### src/core/ipfm_map.svh
`ifndef IPFM_MAP_SVH
`define IPFM_MAP_SVH

// Clock rate in hertz.
`define IPFM_CLK_HZ        20000000
// Shortest measurable period in microseconds.
`define IPFM_MIN_PERIOD_US 200
// Longest measurable period in microseconds.
`define IPFM_MAX_PERIOD_US 33300
// Shortest period in clock cycles, rounded down.
`define IPFM_MIN_CYC  ((`IPFM_CLK_HZ / 1000000) * `IPFM_MIN_PERIOD_US)
// Longest period in clock cycles, rounded down.
`define IPFM_MAX_CYC  ((`IPFM_CLK_HZ / 1000000) * `IPFM_MAX_PERIOD_US)
// Clock cycles in one millisecond.
`define IPFM_CYC_PER_MS    (`IPFM_CLK_HZ / 1000)
// Channel selector codes.
`define IPFM_CH_ONE        8'h00
`define IPFM_CH_TWO        8'h01
// Error byte values.
`define IPFM_ERR_NONE      8'h00
`define IPFM_ERR_CHANNEL   8'h01
`define IPFM_ERR_HIGH      8'h02
`define IPFM_ERR_LOW       8'h04

`endif

### src/core/ipfm_pkg.sv
`default_nettype none

package ipfm_pkg;

    // Measurement results handed to the controller.
    typedef struct packed {
        logic [15:0] period_ms;
        logic [15:0] freq_hz;
        logic [7:0]  fault;
    } ipfm_result_s;

    // Divider sequencer states.
    typedef enum logic [2:0] {
        IPFM_IDLE = 3'b001,
        IPFM_DIV  = 3'b010,
        IPFM_DONE = 3'b100
    } ipfm_div_e;

endpackage

`default_nettype wire

### src/core/ipfm_divider.sv
`timescale 1ns/1ps
`default_nettype none

module ipfm_divider (
    input  wire logic        sys_clk,
    input  wire logic        rst_sync_n,
    input  wire logic        start,
    input  wire logic [31:0] dividend,
    input  wire logic [31:0] divisor,
    output logic             done,
    output logic [31:0]      quotient
);

    logic [31:0] rem;
    logic [31:0] quo;
    logic [5:0]  count;
    logic        busy;
    logic [32:0] trial;

    // Trial subtraction of the shifted remainder.
    always_comb begin
        trial = {rem, quo[31]} - {1'b0, divisor};
    end

    // Restoring divider, one quotient bit per clock, 32 cycles per result.
    always_ff @(posedge sys_clk or negedge rst_sync_n) begin
        if (!rst_sync_n) begin
            rem      <= 32'h0000_0000;
            quo      <= 32'h0000_0000;
            count    <= 6'h00;
            busy     <= 1'b0;
            done     <= 1'b0;
            quotient <= 32'h0000_0000;
        end else begin
            done <= 1'b0;
            if (start && !busy) begin
                rem   <= 32'h0000_0000;
                quo   <= dividend;
                count <= 6'h20;
                busy  <= 1'b1;
            end else if (busy) begin
                if (!trial[32]) begin
                    rem <= trial[31:0];
                    quo <= {quo[30:0], 1'b1};
                end else begin
                    rem <= {rem[30:0], quo[31]};
                    quo <= {quo[30:0], 1'b0};
                end
                count <= count - 6'h01;
                if (count == 6'h01) begin
                    busy     <= 1'b0;
                    done     <= 1'b1;
                    quotient <= trial[32] ? {quo[30:0], 1'b0} : {quo[30:0], 1'b1};
                end
            end
        end
    end

endmodule

`default_nettype wire

### src/core/ipfm_meter.sv
`timescale 1ns/1ps
`default_nettype none
`include "ipfm_map.svh"

module ipfm_meter (
    input  wire logic        sys_clk,
    input  wire logic        rst_n,
    input  wire logic        measure_on,
    input  wire logic [7:0]  channel_sel,
    input  wire logic        freq_input_one,
    input  wire logic        freq_input_two,
    output logic [15:0]      period_ms,
    output logic [15:0]      freq_hz,
    output logic [7:0]       error_out,
    output logic             result_valid
);

    //////////////////////////////////////////////////////////////////////////
    // Reset release.

    logic        rst_meta_n;
    logic        rst_sync_n;

    // Two-stage release of the asynchronous reset.
    always_ff @(posedge sys_clk or negedge rst_n) begin
        if (!rst_n) begin
            rst_meta_n <= 1'b0;
            rst_sync_n <= 1'b0;
        end else begin
            rst_meta_n <= 1'b1;
            rst_sync_n <= rst_meta_n;
        end
    end

    //////////////////////////////////////////////////////////////////////////
    // Channel selection and edge detection.

    // Returns true when the selector names a real frequency channel.
    function automatic logic channel_ok(input logic [7:0] sel);
        channel_ok = (sel == `IPFM_CH_ONE) || (sel == `IPFM_CH_TWO);
    endfunction

    logic        sel_level;
    logic        sel_prev;
    logic        rise;
    logic [7:0]  sel_prev_code;
    logic        active;

    // Pick the chosen input; an invalid code reads as low.
    always_comb begin
        if (channel_sel == `IPFM_CH_ONE) begin
            sel_level = freq_input_one;
        end else if (channel_sel == `IPFM_CH_TWO) begin
            sel_level = freq_input_two;
        end else begin
            sel_level = 1'b0;
        end
        active = measure_on && channel_ok(channel_sel);
        rise   = active && sel_level && !sel_prev && (sel_prev_code == channel_sel);
    end

    // Previous input level and selector, so a channel switch is not taken as an edge.
    always_ff @(posedge sys_clk or negedge rst_sync_n) begin
        if (!rst_sync_n) begin
            sel_prev      <= 1'b0;
            sel_prev_code <= 8'h00;
        end else begin
            sel_prev      <= sel_level;
            sel_prev_code <= channel_sel;
        end
    end

    //////////////////////////////////////////////////////////////////////////
    // Period counter.

    logic [31:0] cycles;
    logic        armed;
    logic        timeout;
    logic        too_fast;
    logic        too_slow;
    logic        capture;
    logic [31:0] captured;

    // Counter would pass the longest period with no closing edge.
    assign timeout = armed && (cycles >= 32'(`IPFM_MAX_CYC));

    // Count cycles between rising edges; a timeout disarms until the next edge.
    always_ff @(posedge sys_clk or negedge rst_sync_n) begin
        if (!rst_sync_n) begin
            cycles   <= 32'h0000_0000;
            armed    <= 1'b0;
            capture  <= 1'b0;
            captured <= 32'h0000_0000;
        end else begin
            capture <= 1'b0;
            if (!active) begin
                armed  <= 1'b0;
                cycles <= 32'h0000_0000;
            end else if (rise) begin
                if (armed && !timeout) begin
                    capture  <= 1'b1;
                    captured <= cycles + 32'h0000_0001;
                end
                armed  <= 1'b1;
                cycles <= 32'h0000_0000;
            end else if (timeout) begin
                armed  <= 1'b0;
                cycles <= 32'h0000_0000;
            end else if (armed) begin
                cycles <= cycles + 32'h0000_0001;
            end
        end
    end

    // Range flags for the captured period.
    always_ff @(posedge sys_clk or negedge rst_sync_n) begin
        if (!rst_sync_n) begin
            too_fast <= 1'b0;
            too_slow <= 1'b0;
        end else if (!active) begin
            too_fast <= 1'b0;
            too_slow <= 1'b0;
        end else if (timeout) begin
            too_slow <= 1'b1;
        end else if (capture) begin
            too_fast <= captured < 32'(`IPFM_MIN_CYC);
            too_slow <= 1'b0;
        end
    end

    //////////////////////////////////////////////////////////////////////////
    // Frequency and period conversion.

    ipfm_pkg::ipfm_div_e state;
    logic        div_start;
    logic        div_done;
    logic [31:0] div_num;
    logic [31:0] div_den;
    logic [31:0] div_q;
    logic        conv_period;

    ipfm_divider u_div (
        .sys_clk    (sys_clk),
        .rst_sync_n (rst_sync_n),
        .start      (div_start),
        .dividend   (div_num),
        .divisor    (div_den),
        .done       (div_done),
        .quotient   (div_q)
    );

    // Predicts the high-rate flag for the capture in flight.
    function automatic logic too_fast_next();
        too_fast_next = captured < 32'(`IPFM_MIN_CYC);
    endfunction

    // Two divisions per period: clock rate over cycles, then cycles over cycles per ms.
    // The second division is launched from the gap state, or the sequencer would wait forever.
    always_comb begin
        div_start = ((state == ipfm_pkg::IPFM_IDLE) && capture && !too_fast_next())
                  || (state == ipfm_pkg::IPFM_DONE);
        div_num   = conv_period ? captured : 32'(`IPFM_CLK_HZ);
        div_den   = conv_period ? 32'(`IPFM_CYC_PER_MS) : captured;
    end

    ipfm_pkg::ipfm_result_s res;
    logic        res_new;

    // Sequencer for the two divisions and the result update.
    always_ff @(posedge sys_clk or negedge rst_sync_n) begin
        if (!rst_sync_n) begin
            state       <= ipfm_pkg::IPFM_IDLE;
            conv_period <= 1'b0;
            res         <= '0;
            res_new     <= 1'b0;
        end else begin
            // Marks that both halves of a result now stand in res.
            res_new <= (state == ipfm_pkg::IPFM_DIV) && div_done && conv_period;
            unique case (state)
                ipfm_pkg::IPFM_IDLE: begin
                    conv_period <= 1'b0;
                    if (div_start) begin
                        state <= ipfm_pkg::IPFM_DIV;
                    end
                end
                ipfm_pkg::IPFM_DIV: begin
                    if (div_done && !conv_period) begin
                        res.freq_hz <= div_q[15:0];
                        conv_period <= 1'b1;
                        state       <= ipfm_pkg::IPFM_DONE;
                    end else if (div_done) begin
                        res.period_ms <= div_q[15:0];
                        state         <= ipfm_pkg::IPFM_IDLE;
                    end
                end
                ipfm_pkg::IPFM_DONE: begin
                    state <= ipfm_pkg::IPFM_DIV;
                end
                default: begin
                    state <= ipfm_pkg::IPFM_IDLE;
                end
            endcase
            res.fault <= (channel_ok(channel_sel) ? `IPFM_ERR_NONE : `IPFM_ERR_CHANNEL)
                       | (too_fast ? `IPFM_ERR_HIGH : `IPFM_ERR_NONE)
                       | (too_slow ? `IPFM_ERR_LOW : `IPFM_ERR_NONE);
        end
    end

    //////////////////////////////////////////////////////////////////////////
    // Registered outputs.

    // Present results from flops; period, frequency and valid all move on one edge.
    always_ff @(posedge sys_clk or negedge rst_sync_n) begin
        if (!rst_sync_n) begin
            period_ms    <= 16'h0000;
            freq_hz      <= 16'h0000;
            error_out    <= 8'h00;
            result_valid <= 1'b0;
        end else begin
            if (res_new) begin
                period_ms <= res.period_ms;
                freq_hz   <= res.freq_hz;
            end
            error_out    <= res.fault;
            result_valid <= res_new;
        end
    end

endmodule

`default_nettype wire

### config.mk
export PLATFORM = sky130hd
export DESIGN_NAME = ipfm_meter
export DESIGN_NICKNAME = d
export VERILOG_FILES = /design/src/core/ipfm_pkg.sv /design/src/core/ipfm_divider.sv /design/src/core/ipfm_meter.sv
export VERILOG_INCLUDE_DIRS = /design/src /design/src/core
export SDC_FILE = /design/constraint.sdc
export NUM_CORES = 1
export LEC_CHECK = 0
export ABC_AREA = 1
export BUFFER_PORTS_ARGS = -buffer_cell sky130_fd_sc_hd__buf_2
export CORE_UTILIZATION = 51
export CTS_CLUSTER_SIZE = 20
export DETAILED_ROUTE_END_ITERATION = 7
export MAX_ROUTING_LAYER = met4
export PLACE_DENSITY = 0.66
export SLEW_MARGIN = 20
export SYNTH_ARGS = -nofsm -noshare
export SYNTH_HDL_FRONTEND = slang
export SYNTH_SLANG_ARGS = --single-unit
### constraint.sdc
create_clock -name sys_clk -period 8.4 [get_ports sys_clk]
set_clock_uncertainty 0.1 [all_clocks]
set_input_delay 0.42 -clock sys_clk [delete_from_list [all_inputs] [get_ports sys_clk]]
set_output_delay 0.42 -clock sys_clk [all_outputs]
set_load 0.01 [all_outputs]
## After elaboration in Yosys (flattened, before gate mapping)

Index checks and enable logic that the tools add are counted.

- Input port bits: 13
- Register bits after elaboration: 243

- $lt $le $gt $ge: 2
- Eq/ne operators: 14
- Reductions and logical operators: 29
- $add $sub $neg: 3
- Bitwise gates (word level): 4
- Muxes and demuxes: 43

Operators with widths:

| operator | count |
|---|---|
| $mux W32 | 11 |
| $sub A33 B32 Y33 | 1 |
| $add A32 B1 Y32 const B | 1 |
| $ge A32 B20 Y1 const B | 1 |
| $lt A32 B12 Y1 const B | 1 |
| $mux W1 | 23 |
| $logic_and A1 B1 Y1 | 12 |
| $mux W3 | 4 |
| $mux W6 | 2 |
| $pmux W3 S3 | 1 |
| $reduce_and A3 Y1 | 3 |
| $eq A8 B1 Y1 const B | 1 |
| $eq A8 B8 Y1 | 1 |
| $logic_not A8 Y1 | 1 |
| $reduce_and A2 Y1 | 4 |
| $eq A6 B1 Y1 const B | 1 |
| $ne A2 B1 Y1 const B | 3 |
| $ne A3 B1 Y1 const B | 2 |
| $sub A6 B1 Y6 const B | 1 |
| $logic_not A1 Y1 | 5 |
| $ne A4 B2 Y1 const B | 1 |
| $reduce_bool A2 Y1 | 2 |
| $eq A3 B1 Y1 const B | 1 |
| $eq A3 B2 Y1 const B | 1 |
| 9 further kinds | 11 |

## Logic depth before layout (Yosys ltp)

- Depth after elaboration: 8
- Mapped depth: 21
- Mapped depth without buffers: 18

## Cells and area by module

From an unflattened synthesis, not the netlist that was laid out.

- Cells, all modules: 1886
- Area total of the unflattened synthesis: 14234.9 µm²

By module, submodules not included:

| module | cells an instance | instances | area each (µm²) | sequential area each (µm²) |
|---|---|---|---|---|
| ipfm_divider | 1064 | 1 | 7163.1 | 2602.5 |
| ipfm_meter | 822 | 1 | 7071.8 | 3880.0 |

## Least setup slack after synthesis

OpenSTA, ideal clock, no wires.

- Kind: reg2reg
- Start: register conv_period
- End: register u_div.rem[19]
- Arrival time: 2.603 ns
- Slack: 5.579 ns
- Required time: 8.182 ns
- Stages on the path, launching flop included: 19
- Path through: dfrtp_1 -> clkbuf_1 -> clkbuf_1 -> nor2_1 -> ha_1 -> fa_1 -> inv_1 -> nand3_1 -> nand2_1 -> nand2_1 -> nand2_1 -> nand2_2 -> nand2_2 -> nand2_4 -> nand3_4 -> buf_2 -> nand3_1 -> nand3_1 -> nand2_1

- Longest elaborated chain between the ends: 5

Ends and longest elaborated chain:

| element | line | text |
|---|---|---|
| start: declaration | ipfm_meter.sv:140 | `logic conv_period;` |
| start signal: assignment | ipfm_meter.sv:173 | `conv_period <= 1'b0;` |
| start signal: assignment | ipfm_meter.sv:181 | `conv_period <= 1'b0;` |
| start signal: assignment | ipfm_meter.sv:189 | `conv_period <= 1'b1;` |
| $mux W32 | ipfm_meter.sv:163 | `` div_den = conv_period ? 32'(`IPFM_CYC_PER_MS) : captured; `` |
| $sub A33 B32 Y33 | ipfm_divider.sv:22 | `trial = {rem, quo[31]} - {1'b0, divisor};` |
| $mux W32 | ipfm_divider.sv:42 | `if (!trial[32]) begin` |
| $mux W32 | ipfm_divider.sv:41 | `end else if (busy) begin` |
| $mux W32 | ipfm_divider.sv:36 | `if (start && !busy) begin` |
| end signal: assignment | ipfm_divider.sv:43 | `rem <= trial[31:0];` |
| end signal: assignment | ipfm_divider.sv:46 | `rem <= {rem[30:0], quo[31]};` |
| end: declaration | ipfm_divider.sv:14 | `logic [31:0] rem;` |

No other way between the ends. The select of a mux whose other input is x is not followed.
A chain may end at the register's enable or synchronous reset.

## Final worst setup path

- Start: register conv_period
- End: register u_div.rem[12]

The elaborated chain is that of the path after synthesis.

==> impl_metrics.env <==
export IMPL_synth_simple_area_share_pct=31.8
export IMPL_slowest_delay_ns=0.44
export IMPL_setup_tns_final_ns=0
export IMPL_gp_congestion=0.964
export IMPL_synth_most_common_cell="nand2_1"
export IMPL_htreeDepth=1
export IMPL_power_leakage_uw=0.00815
export IMPL_tritoncts="built"
export IMPL_vias=11133
export IMPL_grt_util_all_layers_pct=26.9
export IMPL_dieArea_um2=26700
export IMPL_path_cells="inv_1 > buf_4 > nand2_1 > ha_1 > nand2_2 > inv_1 > nand2_1 > nand2_1 > a21oi_1 > nand2_2 > nand2_4 > nand3_1 > nand2_2 > nand2_1 > nand3_1 > nand2_1"
export IMPL_path_class="reg2reg"
export IMPL_power_density_nw_per_um2=265
export IMPL_synthToLayoutAreaGrowth_pct=10.9
export IMPL_grt_pass1_wl_um=55300
export IMPL_cts_buffer_depth=3
export IMPL_cts_sinks=243
export IMPL_syn_inst=1764
export IMPL_first_pass_iters=5
export IMPL_ys_warn_count=0
export IMPL_end_kind="flop"
export IMPL_hp_class="in2async"
export IMPL_clock_latency_ns=0.54
export IMPL_drt_iter0_drc=969
export IMPL_synthTopCellsByArea="dfrtp_1 (46%), nand2_1 (18%), inv_1 (6.8%)"
export IMPL_synthTopCellsByCount="nand2_1 (649), dfrtp_1 (242), inv_1 (240)"
export IMPL_seqCellArea_um2=6090
export IMPL_setup_viol=0
export IMPL_cp_arrival_ns=3.91
export IMPL_antenna_cells=0
export IMPL_place_hpwl_um=24000
export IMPL_routed_wl_um=33500
export IMPL_grt_pass1_vias=10549
export IMPL_synth_fa_ha_area_share_pct=3.63
export IMPL_ant_nets=0
export IMPL_ir_drop_mv=0.197
export IMPL_placed_cell_area_um2=13700
export IMPL_status="finished, final reports clean"
export IMPL_avgSynthCellArea_um2=7.54
export IMPL_crit_buf_inv=3
export IMPL_core_um2=25400
export IMPL_synth_seq_area_share_pct=45.8
export IMPL_synth_top_family_by_area="simple AND/OR/NAND/NOR gates"
export IMPL_final_area_um2=14700
export IMPL_cp_required_ns=8.72
export IMPL_hold_violations=0
export IMPL_rows=58
export IMPL_synth_edf_count=0
export IMPL_drive_gt1_share_pct=8.99
export IMPL_synth_xor_xnor_area_share_pct=1.78
export IMPL_drv_cap=0
export IMPL_multi_input_area_um2=5970
export IMPL_antenna_found_initial=0
export IMPL_critical_path_top_delay_family="simple AND/OR/NAND/NOR gates"
export IMPL_io_pins=54
export IMPL_worst_pin_slew_ns=1.02
export IMPL_max_slew_margin_pct=32.1
export IMPL_yosysTopAreaCell="dfrtp_1"
export IMPL_synth_top_area_share_pct=45.6
export IMPL_p_total_uw=3910
export IMPL_overflow=0
export IMPL_synth_mux_area_share_pct=2.71
export IMPL_start_kind="flop"
export IMPL_grt_max_degree=81
export IMPL_fmax_ghz=0.278
export IMPL_crit_slowest_cell="nand3_1"
export IMPL_crit_fanout=18
export IMPL_remaining_drc_errors=0
export IMPL_slew_violations=0
export IMPL_fin_crit_sh_pct=42.8
export IMPL_cpMostUsedCell="nand2_1"
export IMPL_num_fill_cells=2434
export IMPL_synthArstFlopShare_pct=100
export IMPL_wl_per_cell_um=15.6
export IMPL_synth_distinct_cells=44
export IMPL_initial_core_util_pct=52.3
export IMPL_io_buffers=48
export IMPL_die_width_um=163
export IMPL_synthesis_area_um2=13300
export IMPL_die_h_um=163
export IMPL_rsz0062_at_grt="no"
export IMPL_synth_seq_cells=243
export IMPL_layout_min_cycle_time_ns=3.59
export IMPL_cts_buffers=26
export IMPL_fin_nets=1847
export IMPL_cts_clk_slew_worst_paths_ns=0.07
export IMPL_ys_flop_type="dfrtp_1"
export IMPL_synth_compound_area_share_pct=4.88
export IMPL_viasPerCell=5.19
export IMPL_root_buffer="clkbuf_16"
-- what timing repair did --
item	in CTS	in global routing
hold endpoints to repair	10	0
setup endpoints to repair	0	0
gates resized for setup	0	0
buffers inserted	0	0
hold buffers	9	0
-- final cells by class --
cell class | count | share of cell area [%]
repair buffers | 66 | 2.72
inverters | 242 | 6.18
clock buffers | 38 | 5.34
multi-input cells | 1217 | 40.5
flip-flops and latches | 243 | 41.3
clock inverters | 8 | 1.19
well taps | 330 | 2.80
-- state kept, by name, indices dropped and copies added, names as in the netlist, 3 cells and up --
signal          flops
period_ms          16
u_div.count         6
u_div.rem          32
sel_prev_code       8
state               3
res                35
error_out           3
u_div.quo          32
u_div.quotient     16
captured           32
cycles             32
freq_hz            16
-- layout by cell type, fill, tap and decap left out, types with 2 or more instances in the layout --
cell type,n
o21ai_0,78
a21oi_1,25
clkbuf_16,27
nand3b_1,13
clkbuf_8,7
conb_1,6
o211ai_1,6
nor2_2,3
o21bai_1,3
nor4_1,4
and2_1,3
nand2_1,649
ha_1,37
inv_1,239
a21o_1,2
xnor2_1,13
dfrtp_1,240
nor2_1,99
mux2_2,32
buf_2,48
o22ai_1,2
nor2_4,2
nor3_2,2
nand3_1,140
bufinv_16,5
nand2_2,6
xor2_1,14
dlygate4sd3_1,9
or2_2,5
nand2_4,4
clkbuf_1,4
nor3_1,17
nand4_1,43
inv_2,2
buf_4,8
-- worst reg2reg max path, delay by kind of cell, from the launching register on --
family                   cells  cell delay, ns
AND/OR/NAND/NOR             11            1.72
buffers and inverters        3            0.72
adder cells (fa/ha/maj)      1            0.35
flip-flops                   1            0.38
AO/OA/AOI/OAI                1            0.21
-- per-stage QoR --
stage / util, % / hold slack (ns) / worst slack [ns] / instances
floorplan: - / 0.0244 / 1.03 / 1768
global placement: 53.9 / 0.105 / 4.99 / 2089
detailed placement: 53.9 / 0.107 / 4.88 / 2089
CTS: 58.0 / 0.0925 / 4.87 / 2144
global route: 58.1 / 0.111 / 4.56 / 2144
finish: 58.1 / 0.110 / 4.81 / 2144
-- layer usage --
| metal | share of wire (%) | track usage, % | up-vias |
|---|---|---|---|
| met3 | 5.4 | 3.28 | 48 |
| met5 | 0 | - | - |
| li1 | - | - | 5583 |
| met2 | 43 | 40.1 | 281 |
| met1 | 49 | 38.5 | 5221 |
| met4 | 2.5 | 7.05 | 0 |
-- path summary, 6_finish.rpt --
kind	from	cells past startpoint	end	slack [ns]
setup / recovery	conv_period$_DFFE_PN0P_	16	u_div.rem[12]$_DFFE_PN0P_	4.81
hold / removal	rst_n	2	rst_meta_n$_DFF_PN0_	0.11
setup reg to reg	conv_period$_DFFE_PN0P_	16	u_div.rem[12]$_DFFE_PN0P_	4.81
hold reg to reg	rst_sync_n$_DFF_PN0_	0	u_div.count[2]$_DFFE_PN0P_	0.12
max in group asynchronous	rst_sync_n$_DFF_PN0_	2	u_div.rem[10]$_DFFE_PN0P_	6.21
min in group sys_clk	freq_input_one	5	sel_prev$_DFF_PN0_	0.13
-- cells by family after synthesis --
group	count (synthesis)
buffers and inverters	308
flip-flops	243
other	2
AO/OA/AOI/OAI	120
AND/OR/NAND/NOR	994
multiplexers	32
adder cells (fa/ha/maj)	38
XOR/XNOR	27
-- power by group --
group          internal [uW]  leakage (uW)  switching, uW
clock                    801      0.000467            473
combinational            413       0.00461            785
sequential              1310       0.00307            126
Power figures use the tool's default switching activity.
